<file path="src/cssop_defs.svh">
`ifndef CSSOP_DEFS_SVH
`define CSSOP_DEFS_SVH
// How it works
// [RULE_01] pop reads word at stack pointer into destination, then adds 2
// [RULE_02] byte pop into a register keeps low byte, clears high byte
// [RULE_03] word and byte pops both step the stack pointer by exactly two
// [RULE_04] push subtracts 2 from stack pointer, then writes source there
// [RULE_05] word and byte pushes both step the stack pointer down by two
// [RULE_06] pop, push and return leave N, Z, C and V untouched
// [RULE_07] push and shifts leave oscillator-off, core-off and GLOBAL_INTERRUPT_ENABLE untouched
// [RULE_08] return loads program counter from top of stack, then adds 2
// [RULE_09] interrupt return first loads status from stack, adds 2 to pointer
// [RULE_10] interrupt return then loads program counter, adds 2 again
// [RULE_11] interrupt return restores all flags and mode bits from stack
// [RULE_12] left shift moves bits up, old MSB to carry, zero into LSB
// [RULE_13] word left shifts set V for operands 4000h up to below C000h
// [RULE_14] byte left shifts set V for operands 40h up to below C0h
// [RULE_15] left shifts set N, Z from result and carry from old MSB
// [RULE_16] rotate left puts old carry in LSB, old MSB in carry
// [RULE_17] right shift keeps MSB, copies it down, old LSB to carry
// [RULE_18] right shift sets N, Z from result, carry from LSB, clears V
// [RULE_19] byte right shift into a register clears the high byte
// [RULE_20] keyless write to watchdog word at 120h flags a violation

// register byte offsets
`define CS_REG_CTRL 8'h00
`define CS_REG_OPND 8'h04
`define CS_REG_SP 8'h08
`define CS_REG_PC 8'h0C
`define CS_REG_SR 8'h10
`define CS_REG_RES 8'h14
`define CS_REG_STAT 8'h18
// control and status fields
`define CS_CTRL_BYTE 3
`define CS_CTRL_DREG 4
`define CS_CTRL_START 31
`define CS_STAT_BUSY 0
`define CS_STAT_WDT 1
// status word bit positions
`define CS_BIT_C 0
`define CS_BIT_Z 1
`define CS_BIT_N 2
`define CS_BIT_GIE 3
`define CS_BIT_CORE_OFF_BIT 4
`define CS_BIT_OSCILLATOR_OFF_BIT 5
`define CS_BIT_V 8
// reset values
`define CS_SP_RST 16'h0000
`define CS_PC_RST 16'h0000
`define CS_SR_RST 16'h0000
// arithmetic constants
`define CS_SP_STEP 16'h0002
`define CS_HI_CLEAR 8'h00
`define CS_OVF_LO_W 16'h4000
`define CS_OVF_HI_W 16'hC000
`define CS_OVF_LO_B 8'h40
`define CS_OVF_HI_B 8'hC0
// watchdog guard
`define CS_WDT_ADDR 16'h0120
`define CS_WDT_KEY 8'h5A
// bus answers
`define CS_RESP_OKAY 2'h0
`define CS_RESP_SLVERR 2'h2
`endif

</file>
<file path="src/cssop_pkg.sv">
package cssop_pkg;
    // operation codes written to the control register
    typedef enum logic [2:0] {
        OP_POP = 3'h0,
        OP_PUSH = 3'h1,
        OP_RET = 3'h2,
        OP_INTERRUPT_RETURN = 3'h3,
        OP_RLA = 3'h4,
        OP_RLC = 3'h5,
        OP_RRA = 3'h6,
        OP_NONE = 3'h7
    } cssop_op_t;
    // engine states
    typedef enum logic [1:0] {
        ST_IDLE = 2'h0,
        ST_READ = 2'h1,
        ST_WRITE = 2'h2,
        ST_READ2 = 2'h3
    } cssop_state_t;
    // latched command
    typedef struct packed {
        logic destReg;
        logic byteOp;
        cssop_op_t op;
    } cssop_cmd_t;
    // request toward data memory
    typedef struct packed {
        logic write;
        logic [15:0] addr;
        logic [15:0] wdata;
    } cssop_mreq_t;
endpackage

</file>
<file path="src/cssop_core.sv">
`timescale 1ns/100ps
`include "cssop_defs.svh"
module cssop_core
    import cssop_pkg::*;
(
    // clock and reset
    input wire logic clk_sys,
    input wire logic reset_n,
    // axi4-lite write channels
    input wire logic s_axi_awvalid,
    output logic s_axi_awready,
    input wire logic [7:0] s_axi_awaddr,
    input wire logic s_axi_wvalid,
    output logic s_axi_wready,
    input wire logic [31:0] s_axi_wdata,
    input wire logic [3:0] s_axi_wstrb,
    output logic s_axi_bvalid,
    input wire logic s_axi_bready,
    output logic [1:0] s_axi_bresp,
    // axi4-lite read channels
    input wire logic s_axi_arvalid,
    output logic s_axi_arready,
    input wire logic [7:0] s_axi_araddr,
    output logic s_axi_rvalid,
    input wire logic s_axi_rready,
    output logic [31:0] s_axi_rdata,
    output logic [1:0] s_axi_rresp,
    // data memory holding the stack
    output logic memReq,
    output cssop_mreq_t memCmd,
    input wire logic [15:0] memRdata,
    input wire logic memAck,
    // watchdog guard
    output logic wdtViolation
);

// ---------------------------------------------------------------
// declarations
// ---------------------------------------------------------------
logic awHeld;
logic wHeld;
logic [7:0] awAddr;
logic [31:0] wData;
logic [3:0] wStrb;
logic wrFire;
logic wrMapped;
logic rdMapped;
logic [31:0] rdValue;
cssop_state_t state;
cssop_cmd_t cmd;
cssop_cmd_t newCmd;
logic [15:0] operand;
logic [15:0] sp;
logic [15:0] pc;
logic [15:0] sr;
logic [15:0] result;
logic wdtSticky;
logic startFire;
logic wdtHit;
logic [15:0] shRes;
logic [15:0] shSr;
logic [7:0] hiKeep;
logic [7:0] res8;
logic [15:0] res16;
logic oldMsb;
logic shC;
logic shV;
logic [15:0] popVal;
logic [15:0] pushVal;

// merge enabled low byte lanes into a register
function automatic logic [15:0] merge16(input logic [15:0] old,
                                        input logic [31:0] data,
                                        input logic [3:0] strb);
    logic [15:0] m;
    m = old;
    if (strb[0]) begin
        m[7:0] = data[7:0];
    end
    if (strb[1]) begin
        m[15:8] = data[15:8];
    end
    return m;
endfunction

// ---------------------------------------------------------------
// bus slave, write side
// ---------------------------------------------------------------
// address and data taken in either order, held until both
assign s_axi_awready = !awHeld;
assign s_axi_wready = !wHeld;
assign wrFire = awHeld && wHeld && !s_axi_bvalid;

always_comb begin
    case (awAddr)
        `CS_REG_CTRL, `CS_REG_OPND, `CS_REG_SP, `CS_REG_PC,
        `CS_REG_SR, `CS_REG_RES, `CS_REG_STAT: wrMapped = 1'b1;
        default: wrMapped = 1'b0;
    endcase
end

// capture write address
always_ff @(posedge clk_sys or negedge reset_n) begin
    if (!reset_n) begin
        awHeld <= 1'b0;
        awAddr <= 8'h00;
    end else if (s_axi_awvalid && !awHeld) begin
        awHeld <= 1'b1;
        awAddr <= s_axi_awaddr;
    end else if (wrFire) begin
        awHeld <= 1'b0;
    end
end

// capture write data
always_ff @(posedge clk_sys or negedge reset_n) begin
    if (!reset_n) begin
        wHeld <= 1'b0;
        wData <= 32'h0000_0000;
        wStrb <= 4'h0;
    end else if (s_axi_wvalid && !wHeld) begin
        wHeld <= 1'b1;
        wData <= s_axi_wdata;
        wStrb <= s_axi_wstrb;
    end else if (wrFire) begin
        wHeld <= 1'b0;
    end
end

// write response; unmapped offsets answer slverr
always_ff @(posedge clk_sys or negedge reset_n) begin
    if (!reset_n) begin
        s_axi_bvalid <= 1'b0;
        s_axi_bresp <= `CS_RESP_OKAY;
    end else if (wrFire) begin
        s_axi_bvalid <= 1'b1;
        s_axi_bresp <= wrMapped ? `CS_RESP_OKAY : `CS_RESP_SLVERR;
    end else if (s_axi_bready) begin
        s_axi_bvalid <= 1'b0;
    end
end

// operand register, writable at any time
always_ff @(posedge clk_sys or negedge reset_n) begin
    if (!reset_n) begin
        operand <= 16'h0000;
    end else if (wrFire && awAddr == `CS_REG_OPND) begin
        operand <= merge16(operand, wData, wStrb);
    end
end

// ---------------------------------------------------------------
// bus slave, read side
// ---------------------------------------------------------------
assign s_axi_arready = !s_axi_rvalid;

always_comb begin
    rdMapped = 1'b1;
    rdValue = 32'h0000_0000;
    case (s_axi_araddr)
        `CS_REG_CTRL: rdValue = {27'h0000000, cmd};
        `CS_REG_OPND: rdValue = {16'h0000, operand};
        `CS_REG_SP: rdValue = {16'h0000, sp};
        `CS_REG_PC: rdValue = {16'h0000, pc};
        `CS_REG_SR: rdValue = {16'h0000, sr};
        `CS_REG_RES: rdValue = {16'h0000, result};
        `CS_REG_STAT: rdValue = {30'h00000000, wdtSticky, memReq};
        default: rdMapped = 1'b0;
    endcase
end

// read answer registered on the same edge that takes the address
always_ff @(posedge clk_sys or negedge reset_n) begin
    if (!reset_n) begin
        s_axi_rvalid <= 1'b0;
        s_axi_rdata <= 32'h0000_0000;
        s_axi_rresp <= `CS_RESP_OKAY;
    end else if (s_axi_arvalid && !s_axi_rvalid) begin
        s_axi_rvalid <= 1'b1;
        s_axi_rdata <= rdValue;
        s_axi_rresp <= rdMapped ? `CS_RESP_OKAY : `CS_RESP_SLVERR;
    end else if (s_axi_rready) begin
        s_axi_rvalid <= 1'b0;
    end
end

// ---------------------------------------------------------------
// shift datapath
// ---------------------------------------------------------------
assign newCmd = cssop_cmd_t'({wData[`CS_CTRL_DREG], wData[`CS_CTRL_BYTE],
                              wData[2:0]});
// a start while busy is dropped so the stack walk stays atomic
assign startFire = wrFire && awAddr == `CS_REG_CTRL && wStrb[3]
                   && wData[`CS_CTRL_START] && state == ST_IDLE;

always_comb begin
    // memory destination keeps the upper byte
    // [RULE_19] upper byte cleared
    hiKeep = newCmd.destReg ? `CS_HI_CLEAR : operand[15:8];
    oldMsb = newCmd.byteOp ? operand[7] : operand[15];
    case (newCmd.op)
        // [RULE_12] shift in zero
        OP_RLA: begin
            res16 = {operand[14:0], 1'b0};
            res8 = {operand[6:0], 1'b0};
        end
        // [RULE_16] carry into lsb
        OP_RLC: begin
            res16 = {operand[14:0], sr[`CS_BIT_C]};
            res8 = {operand[6:0], sr[`CS_BIT_C]};
        end
        // [RULE_17] sign kept and copied
        OP_RRA: begin
            res16 = {operand[15], operand[15:1]};
            res8 = {operand[7], operand[7:1]};
        end
        default: begin
            res16 = operand;
            res8 = operand[7:0];
        end
    endcase
    shRes = newCmd.byteOp ? {hiKeep, res8} : res16;
    // [RULE_15] carry from old msb
    shC = (newCmd.op == OP_RRA) ? operand[0] : oldMsb;
    // [RULE_13] word overflow window
    // [RULE_14] byte overflow window
    if (newCmd.op == OP_RRA) begin
        shV = 1'b0;
    end else if (newCmd.byteOp) begin
        shV = operand[7:0] >= `CS_OVF_LO_B
              && operand[7:0] < `CS_OVF_HI_B;
    end else begin
        shV = operand >= `CS_OVF_LO_W && operand < `CS_OVF_HI_W;
    end
    // [RULE_07] mode bits carried over
    shSr = sr;
    shSr[`CS_BIT_C] = shC;
    shSr[`CS_BIT_V] = shV;
    // [RULE_18] n and z from result
    shSr[`CS_BIT_N] = newCmd.byteOp ? shRes[7] : shRes[15];
    shSr[`CS_BIT_Z] = newCmd.byteOp ? (shRes[7:0] == 8'h00)
                                    : (shRes == 16'h0000);
end

// [RULE_02] byte pop to register
assign popVal = !cmd.byteOp ? memRdata
              : {cmd.destReg ? `CS_HI_CLEAR : operand[15:8],
                 memRdata[7:0]};
// byte push stores {00, low byte}
assign pushVal = newCmd.byteOp ? {`CS_HI_CLEAR, operand[7:0]} : operand;

// ---------------------------------------------------------------
// stack engine
// ---------------------------------------------------------------
assign memReq = state != ST_IDLE;

// stack pointer, counter and status writes land only when idle, so software cannot tear
// a stack walk in progress
always_ff @(posedge clk_sys or negedge reset_n) begin
    if (!reset_n) begin
        state <= ST_IDLE;
        cmd <= cssop_cmd_t'(5'h07);
        sp <= `CS_SP_RST;
        pc <= `CS_PC_RST;
        sr <= `CS_SR_RST;
        result <= 16'h0000;
        memCmd <= '0;
    end else begin
        case (state)
            ST_IDLE: begin
                if (startFire) begin
                    cmd <= newCmd;
                    case (newCmd.op)
                        OP_POP, OP_RET, OP_INTERRUPT_RETURN: begin
                            memCmd <= '{1'b0, sp, 16'h0000};
                            state <= ST_READ;
                        end
                        // [RULE_04] decrement before write
                        // [RULE_05] always two
                        OP_PUSH: begin
                            sp <= sp - `CS_SP_STEP;
                            memCmd <= '{1'b1, sp - `CS_SP_STEP, pushVal};
                            state <= ST_WRITE;
                        end
                        OP_RLA, OP_RLC, OP_RRA: begin
                            result <= shRes;
                            sr <= shSr;
                        end
                        default: begin
                            state <= ST_IDLE;
                        end
                    endcase
                end else if (wrFire) begin
                    case (awAddr)
                        `CS_REG_SP: sp <= merge16(sp, wData, wStrb);
                        `CS_REG_PC: pc <= merge16(pc, wData, wStrb);
                        `CS_REG_SR: sr <= merge16(sr, wData, wStrb);
                        default: state <= ST_IDLE;
                    endcase
                end
            end
            ST_READ: begin
                if (memAck) begin
                    // [RULE_01] read then step
                    // [RULE_03] always two
                    sp <= sp + `CS_SP_STEP;
                    state <= ST_IDLE;
                    case (cmd.op)
                        // [RULE_06] flags untouched
                        OP_POP: begin
                            result <= popVal;
                        end
                        // [RULE_08] pc from stack
                        OP_RET: begin
                            pc <= memRdata;
                        end
                        // [RULE_09] status first
                        // [RULE_11] whole status word
                        OP_INTERRUPT_RETURN: begin
                            sr <= memRdata;
                            memCmd.addr <= sp + `CS_SP_STEP;
                            state <= ST_READ2;
                        end
                        default: begin
                            state <= ST_IDLE;
                        end
                    endcase
                end
            end
            // [RULE_10] pc from new top
            ST_READ2: begin
                if (memAck) begin
                    pc <= memRdata;
                    sp <= sp + `CS_SP_STEP;
                    state <= ST_IDLE;
                end
            end
            ST_WRITE: begin
                if (memAck) begin
                    state <= ST_IDLE;
                end
            end
            default: begin
                state <= ST_IDLE;
            end
        endcase
    end
end

// ---------------------------------------------------------------
// watchdog guard
// ---------------------------------------------------------------
// counts even a write that rewrites the same value
// [RULE_20] keyless write detect
assign wdtHit = memReq && memCmd.write && memAck
                && memCmd.addr == `CS_WDT_ADDR
                && memCmd.wdata[15:8] != `CS_WDT_KEY;

// pulse plus sticky flag; a new hit wins over a clear
always_ff @(posedge clk_sys or negedge reset_n) begin
    if (!reset_n) begin
        wdtViolation <= 1'b0;
        wdtSticky <= 1'b0;
    end else begin
        wdtViolation <= wdtHit;
        if (wdtHit) begin
            wdtSticky <= 1'b1;
        end else if (wrFire && awAddr == `CS_REG_STAT && wStrb[0]
                     && wData[`CS_STAT_WDT]) begin
            wdtSticky <= 1'b0;
        end
    end
end

// ---------------------------------------------------------------
// assertions
// ---------------------------------------------------------------
a_pop_step: assert property ( // [RULE_01]
    @(posedge clk_sys) disable iff (!reset_n)
    state == ST_READ && memAck && cmd.op == OP_POP
    |=> sp == $past(sp) + `CS_SP_STEP && result == $past(popVal))
    else $error("pop did not load result and step pointer by two");

a_pop_byte_hi: assert property ( // [RULE_02]
    @(posedge clk_sys) disable iff (!reset_n)
    state == ST_READ && memAck && cmd.op == OP_POP && cmd.byteOp
    && cmd.destReg |=> result[15:8] == 8'h00
    && result[7:0] == $past(memRdata[7:0]))
    else $error("byte pop to register kept a high byte");

a_push_order: assert property ( // [RULE_04]
    @(posedge clk_sys) disable iff (!reset_n)
    startFire && newCmd.op == OP_PUSH
    |=> sp == $past(sp) - `CS_SP_STEP && memCmd.addr == sp
    && memCmd.write && memReq)
    else $error("push did not write at the lowered pointer");

a_flags_kept: assert property ( // [RULE_06]
    @(posedge clk_sys) disable iff (!reset_n)
    state == ST_READ && memAck && cmd.op != OP_INTERRUPT_RETURN
    |=> sr == $past(sr))
    else $error("pop or return changed the status word");

a_mode_kept: assert property ( // [RULE_07]
    @(posedge clk_sys) disable iff (!reset_n)
    startFire && newCmd.op != OP_INTERRUPT_RETURN && newCmd.op != OP_NONE
    |=> $stable(sr[`CS_BIT_OSCILLATOR_OFF_BIT:`CS_BIT_GIE]))
    else $error("mode bits changed by push or shift");

a_ret_pc: assert property ( // [RULE_08]
    @(posedge clk_sys) disable iff (!reset_n)
    state == ST_READ && memAck && cmd.op == OP_RET
    |=> pc == $past(memRdata) && sp == $past(sp) + `CS_SP_STEP)
    else $error("return did not load counter from stack");

a_interrupt_return_walk: assert property ( // [RULE_09]
    @(posedge clk_sys) disable iff (!reset_n)
    state == ST_READ && memAck && cmd.op == OP_INTERRUPT_RETURN
    |=> sr == $past(memRdata) && state == ST_READ2
    && memCmd.addr == sp)
    else $error("interrupt return did not restore status first");

a_interrupt_return_pc: assert property ( // [RULE_10]
    @(posedge clk_sys) disable iff (!reset_n)
    state == ST_READ2 && memAck
    |=> pc == $past(memRdata) && sp == $past(sp) + `CS_SP_STEP
    && state == ST_IDLE)
    else $error("interrupt return did not load counter second");

a_shl_ovf: assert property ( // [RULE_13]
    @(posedge clk_sys) disable iff (!reset_n)
    startFire && newCmd.op == OP_RLA && !newCmd.byteOp
    |=> sr[`CS_BIT_V] == ($past(operand) >= 16'h4000
    && $past(operand) < 16'hC000)
    && sr[`CS_BIT_C] == $past(operand[15]))
    else $error("word left shift overflow or carry wrong");

a_rra_flags: assert property ( // [RULE_18]
    @(posedge clk_sys) disable iff (!reset_n)
    startFire && newCmd.op == OP_RRA
    |=> !sr[`CS_BIT_V] && sr[`CS_BIT_C] == $past(operand[0]))
    else $error("right shift carry or overflow wrong");

a_wdt_flag: assert property ( // [RULE_20]
    @(posedge clk_sys) disable iff (!reset_n)
    wdtHit |=> wdtViolation && wdtSticky)
    else $error("keyless watchdog write not flagged");

endmodule

</file>
<file path="config.mk">
export PLATFORM = sky130hd
export DESIGN_NAME = cssop_core
export DESIGN_NICKNAME = d
export VERILOG_FILES = /design/src/cssop_pkg.sv /design/src/cssop_core.sv
export VERILOG_INCLUDE_DIRS = /design/src /design/src/src
export SDC_FILE = /design/constraint.sdc
export NUM_CORES = 1
export LEC_CHECK = 0
export ABC_AREA = 1
export BUFFER_PORTS_ARGS = -buffer_cell sky130_fd_sc_hd__buf_2
export CORE_ASPECT_RATIO = 0.7
export CORE_MARGIN = 2
export CORE_UTILIZATION = 26
export DETAILED_ROUTE_END_ITERATION = 12
export PLACE_DENSITY = 0.5
export SLEW_MARGIN = 20
export SYNTH_ARGS = -nofsm -noshare
export SYNTH_HDL_FRONTEND = slang
export SYNTH_SLANG_ARGS = --single-unit
</file>
<file path="constraint.sdc">
create_clock -name clk_sys -period 1.65 [get_ports clk_sys]
set_input_delay 0.4125 -clock clk_sys [delete_from_list [all_inputs] [get_ports clk_sys]]
set_output_delay 0.4125 -clock clk_sys [all_outputs]
set_load 0.01 [all_outputs]
</file>
==> results.md, run 1 <==
* Die H at 169 um
* Worst setup startpoint: awAddr[0]$_DFFE_PN0P_
* Final hold violation count at 0
* Share of cells above drive strength 1 at 0.355
* Most frequent cell after synthesis: nand2_1
* Port Buffers at 117
* Slew headroom at 0.647
* Largest net degree at the start of global routing at 39
* Post-Syn Area at 10100 um^2
* Non-filler instance count after layout at 2239
* Nets at 1809
* Worst setup path end: result[2]$_DFFE_PN0P_
* Via-per-instance ratio at 4.81
* Final period utilization at 1.16
* DP Wirelength at 31900 um
* Routed WL at 42200 um
* Routed Antenna Nets at 0
* Vias in the first global route at 10223
* Status: complete, but fails checks
* Hold Crit Class: input pin to flop
* GRT overflow at 0
* Clk sink count at 172
* Htree depth at 4
* Sequential fraction of the synthesis area at 0.428
* Netlist cell types at 54
* Synth Register Bits at 172
* Placed cells at 2166
* Residual DRC count at 0
* First-pass GRT wire length at 62700 um
* Prevailing post-synth register cell: dfrtp_1
* Reg2reg end: result[2]$_DFFE_PN0P_
* CP Class: flop to flop
* Drt wl/cell at 18.8 um
* Worst setup SP type: flop
* Cell taking the most area after synthesis: dfrtp_1
* List of most frequent post-synthesis cells: 380 x nand2_1, 169 x dfrtp_1, 136 x inv_1
* CP Max Fanout at 9
* Root buffer cell: clkbuf_16
* Initial Utilization at 0.263
* Max cap viols at 0
* Peak supply drop at 904 uV
* Nature of the critical path endpoint: flop
* Via count at 10762
* GRT Resource Usage Total at 0.208
* Syn Inst Count at 1366
* Synth-to-Final Area Change at 47.0%
* GP Congestion at 0.934
* Crit path time final at 1.91 ns
* Share of the synthesized area in the top cell type at 0.420
* Diode count at 0
* RSZ-0062 raised after global routing: true
* Yosys warning count at 0
* Setup ws final at -0.260 ns
* R2R depth at 12
* Layout Skew at 0.0136 ns
* Slew @ Worst Pin at 0.525 ns
* Longest Clk Path Bufs at 2
* Total power at 0.0162 W
* Violated checks: setup timing
* Final Setup Violations at 102
* I/O pins at 152
* Fraction of registers with async set/reset at 1.00
* WP data required at 2.02 ns
* Avg Cell Area, Syn at 7.37 um^2
* Maximum operating frequency at 523 MHz
* Drt first pass iters at 5
* Dpl ws at -0.362 ns
* 1st-iter DRT viols at 986
* Post-synth EDFFs at 0
* R2r startpoint: awAddr[0]$_DFFE_PN0P_
* CTS Buf Count at 17
* Placed Area at 13000 um^2
* CTS tree: built
* Max-slew violations at 0
* Placeable Area at 38300 um^2
* Leak at 7.23 nW
* Power per Cell Area at 1090 nW/um^2
* Initial antenna violation count at 0
* Die W at 239 um
* Post-route cell area at 14800 um^2
* Flop2flop setup slack at -0.26 ns
* Largest cells by area after synthesis: dfrtp_1 42%, nand2_1 14%, o21ai_0 6.6%, inv_1 5.1%, nor2_1 4.8%
* Skew-Pair Late Insertion Delay at 0.45 ns
* Die ar. at 40300 um^2
* Worst-path clk slew at 0.07 ns
* Worst endpoint data arrival time at 2.28 ns
* Cell row count at 60
report_power, final:
group          switching (W)  leakage [nW]  internal, W
logic                0.00378          4.80      0.00274
clock network        0.00184         0.291      0.00250
registers           0.000515          2.14      0.00480
worst min-delay path by stage:
stage | cells past startpoint | slack [ns] | from | end
6_report | 2 | 0.15 | s_axi_bready | s_axi_bvalid$_DFFE_PN0P_
5_1_grt | 2 | 0.16 | s_axi_rready | s_axi_rvalid$_DFFE_PN0P_
4_1_cts | 2 | 0.14 | s_axi_bready | s_axi_bvalid$_DFFE_PN0P_
3_5_place_dp | 1 | 0.37 | reset_n | s_axi_rdata[0]$_DFFE_PN0P_
3_3_place_gp | 1 | 0.36 | reset_n | s_axi_rdata[0]$_DFFE_PN0P_
2_1_floorplan | 0 | 0.12 | reset_n | awAddr[0]$_DFFE_PN0P_
sequential cells by signal, summed over array words and instances (netlist names), 3 cells and up:
name         flops
pc              16
awAddr           8
wData           17
operand         16
sr              16
wStrb            3
result          16
sp              16
cmd              5
memCmd          33
s_axi_rdata     16
worst max-delay path: stages (launching register included):
cell and delay, ns:
dfrtp_1 0.41, nor2_4 0.14, nand3_2 0.09, nor2_4 0.17, buf_6 0.14, nand2_8 0.07, nand2_8 0.09, nand2_4 0.06
nor3_4 0.18, buf_12 0.19, buf_12 0.13, nor2_1 0.04, a31oi_1 0.12
stage by stage:
step,TNS [ns],utilization,hold slack [ns]
global route,-26.78,0.386,0.155
floorplan,0,-,0.117
finish,-18.00,0.386,0.153
CTS,-14.63,0.371,0.138
global placement,-21.28,0.339,0.363
detailed placement,-24.23,0.339,0.365
routing by layer:
metal  routed length (um)  share of wire  up-vias  GRT usage
met4                  671          0.016        0     0.0446
li1                     -              -     5172          -
met5                    0              0        -          0
met2                17400           0.41      377      0.292
met1                20900           0.50     5175      0.319
met3                 3200          0.076       38     0.0460
timing repair:
action,in CTS,in global routing
buffers inserted,23,15
endpoints found under the hold margin,23,0
pin swaps,18,42
gates cloned,3,4
resized for setup,125,149
endpoints found under the setup margin,117,123
hold buffers,1,0
kinds of logic (layout without fill, tap and decap cells):
logic type	Yosys count	in the layout	synth area share
AND/OR/NAND/NOR	640	640	0.272
AO/OA/AOI/OAI	291	291	0.167
buffers and inverters	230	590	0.103
flip-flops	172	172	0.428
XOR/XNOR	22	22	0.0191
multiplexers	8	8	0.00895
adder cells (fa/ha/maj)	2	2	0.00249
other	1	18	0.000373
layout make-up:
class	instances	area [um^2]
well taps	496	621
clock buffers	21	470
flip-flops and latches	172	4310
clock inverters	10	140
inverters	149	606
fillers	4013	23500
repair buffers	408	3230
repair inverters	2	12.5
multi-input cells	981	5400
layout by cell type (no fill, tap or decap), drive strengths merged, types with 2 or more instances in the layout:
| cell type | synthesis | layout |
|---|---|---|
| dfstp | 3 | 3 |
| o32ai | 3 | 3 |
| or2 | 4 | 4 |
| nand3 | 68 | 68 |
| a22oi | 2 | 2 |
| o21ai | 159 | 159 |
| clkbuf | 25 | 23 |
| dfrtp | 169 | 169 |
| a32oi | 4 | 4 |
| inv | 148 | 148 |
| a21oi | 53 | 53 |
| a31oi | 7 | 7 |
| o22ai | 34 | 34 |
| o221ai | 5 | 5 |
| buf | 56 | 405 |
| xor2 | 21 | 21 |
| clkinvlp | 0 | 4 |
| bufinv | 0 | 3 |
| o21a | 4 | 4 |
| nor3 | 19 | 19 |
| nand2 | 389 | 389 |
| o2111ai | 2 | 2 |
| clkinv | 1 | 6 |
| o211ai | 12 | 12 |
| nor2 | 138 | 138 |
| conb | 1 | 18 |
| a2bb2oi | 2 | 2 |
| nand4 | 15 | 15 |
| ha | 2 | 2 |
| mux2 | 8 | 8 |
| nor4 | 6 | 6 |
Power figures use the tool's default switching activity.
==> run 2, diff against run 1 <==
Settings changed: RECOVER_POWER set to 50.
==> results.md, run 2 (synthesis gave the netlist of run 1 again) <==
* Fillers at 4017 (was 4013)
* Initial antenna violation count at 0 (unchanged)
* Nets at 1809 (unchanged)
* Multi-input gate area at 5400 um^2 (unchanged)
* I/O pins at 152 (unchanged)
* Die ar. at 40300 um^2 (unchanged)
* Non-filler instance count after layout at 2239 (unchanged)
* Skew-Pair Late Insertion Delay at 0.45 ns (about the same)
* Hold endpoint: s_axi_bvalid$_DFFE_PN0P_ (unchanged)
* Slew @ Worst Pin at 1.16 ns (was 0.525 ns)
* Hold path cells at 2 (unchanged)
* Vias in the first global route at 10223 (unchanged)
* Cell row count at 60 (unchanged)
* Nature of the critical path endpoint: flop (unchanged)
* Worst hold start: s_axi_bready (unchanged)
* Max reg flops at 33 (unchanged)
* Max-slew violations at 0 (unchanged)
* Routed Antenna Nets at 0 (unchanged)
* Slew headroom at 0.224 (was 0.647)
* Worst-path clk slew at 0.07 ns (about the same)
* Final core occ at 0.386 (about the same)
* Final Setup Violations at 102 (unchanged)
* Via count at 10746 (was 10762)
* GRT overflow at 0 (unchanged)
* Flop2flop setup slack at -0.26 ns (about the same)
* Leak at 7.23 nW (about the same)
* R2r startpoint: awAddr[0]$_DFFE_PN0P_ (unchanged)
* Placeable Area at 38300 um^2 (unchanged)
* Longest Clk Path Bufs at 2 (unchanged)
* Status: complete, but fails checks (unchanged)
* Drt first pass iters at 5 (unchanged)
* Dpl ws at -0.362 ns (unchanged)
* Diode count at 0 (unchanged)
* Placed cells at 2166 (unchanged)
* Worst setup SP type: flop (unchanged)
* Htree depth at 4 (unchanged)
* Initial Utilization at 0.263 (unchanged)
* Routed WL at 42200 um (about the same)
* Commonest non-fill, non-tap cell in the layout: nand2_1 (unchanged)
* Final period utilization at 1.16 (about the same)
* Final hold violation count at 0 (unchanged)
* Clk sink count at 172 (unchanged)
* CP Max Fanout at 9 (unchanged)
* Residual DRC count at 0 (unchanged)
* Violated checks: setup timing (unchanged)
* Layout Skew at 0.0143 ns (was 0.0136 ns)
* Crit path time final at 1.91 ns (about the same)
* Share of cells above drive strength 1 at 0.355 (unchanged)
* CTS tree: built (unchanged)
* Port Buffers at 117 (unchanged)
* Setup ws final at -0.264 ns (was -0.260 ns)
* Register Area at 4310 um^2 (unchanged)
* WP data required at 2.02 ns (about the same)
* Via-per-instance ratio at 4.80 (was 4.81)
* CP peak stage delay at 0.41 ns (about the same)
* Maximum operating frequency at 523 MHz (about the same)
* Max cap viols at 0 (unchanged)
* Largest net degree at the start of global routing at 39 (unchanged)
* GRT Resource Usage Total at 0.208 (unchanged)
* CP Class: flop to flop (unchanged)
* GP Congestion at 0.934 (unchanged)
* First-pass GRT wire length at 62700 um (unchanged)
* CP cell instances: nor2_4 > nand3_2 > nor2_4 > buf_6 > nand2_8 > nand2_8 > nand2_4 > nor3_4 > buf_12 > buf_12 > nor2_1 > a31oi_1 (unchanged)
* Die W at 239 um (unchanged)
* Buf/Inv on CP at 3 (unchanged)
* Biggest register: memCmd (unchanged)
* Peak supply drop at 904 uV (about the same)
* Worst endpoint data arrival time at 2.28 ns (about the same)
* CTS Buf Count at 17 (unchanged)
* DP Wirelength at 31900 um (unchanged)
* Largest regs: memCmd: 33 flops, wData: 17 flops (unchanged)
* Reg2reg end: result[2]$_DFFE_PN0P_ (unchanged)
* Root buffer cell: clkbuf_16 (unchanged)
* Commonest cells after routing, fill and taps aside: 346 x nand2_1, 231 x buf_4, 165 x dfrtp_1 (was 346 x nand2_1, 232 x buf_4, 165 x dfrtp_1)
* Hold Crit Class: input pin to flop (unchanged)
* Drt wl/cell at 18.8 um (about the same)
* Power per Cell Area at 1090 nW/um^2 (about the same)
* 1st-iter DRT viols at 991 (was 986)
* Placed Area at 13000 um^2 (unchanged)
* R2R depth at 12 (unchanged)
* RSZ-0062 raised after global routing: true (unchanged)
* Top Family by Delay on Critical Path: simple AND/OR/NAND/NOR gates (unchanged)
* Total power at 0.0162 W (about the same)
* Die H at 169 um (unchanged)
* Synth-to-Final Area Change at 46.8% (was 47.0%)
* Post-route cell area at 14800 um^2 (about the same)
* Slowest stage cell, crit path: dfrtp_1 (unchanged)
run 2: power by group:
part / internal (W) / total, W / leakage (nW) / switching [W]
clock: 0.00250 / 0.00434 / 0.291 / 0.00184
sequential: 0.00480 / 0.00531 / 2.14 / 0.000515
combinational: 0.00273 / 0.00652 / 4.80 / 0.00379
run 2: cell type report:
type                       instances  area share
clock inverter                    10     0.00948
clock buffer                      21      0.0318
tap                              496      0.0420
timing repair buffer             408       0.217
sequential                       172       0.292
multi-input combinational        981       0.366
timing repair inverter             2    0.000847
inverter                         149      0.0410
run 2: what timing repair did:
item                                   4_1_cts  5_1_grt
setup buffers                               23       15
resized for setup                          125      149
endpoints found under the hold margin       23        0
hold buffers                                 1        0
cloned                                       3        4
pin swaps                                   18       42
setup endpoints to repair                  117      123
run 2: worst max path at each step:
stage,start,endpoint,slack [ns],depth (start not counted)
floorplan,s_axi_bvalid$_DFFE_PN0P_,state[1]$_DFFE_PN0P_,0.02,8
global placement,s_axi_araddr[0],s_axi_rdata[14]$_DFFE_PN0P_,-0.36,10
detailed placement,s_axi_araddr[0],s_axi_rdata[14]$_DFFE_PN0P_,-0.36,10
CTS,awAddr[7]$_DFFE_PN0P_,memCmd[24]$_DFFE_PN0P_,-0.24,11
global route,awAddr[6]$_DFFE_PN0P_,sr[0]$_DFFE_PN0P_,-0.35,10
finish,awAddr[0]$_DFFE_PN0P_,result[2]$_DFFE_PN0P_,-0.26,12
run 2: per-layer routing:
layer  vias up  routed length (um)  track usage
li1       5172                   -            -
met1      5163               21000        0.319
met2       373               17400        0.292
met3        38                3180       0.0460
met4         0                 672       0.0446
met5         -                   0            0
run 2: per-stage QoR:
step	TNS [ns]	hold slack, ns
floorplan	0	0.117
global placement	-21.28	0.363
detailed placement	-24.23	0.365
CTS	-14.63	0.138
global route	-30.68	0.155
finish	-18.04	0.153
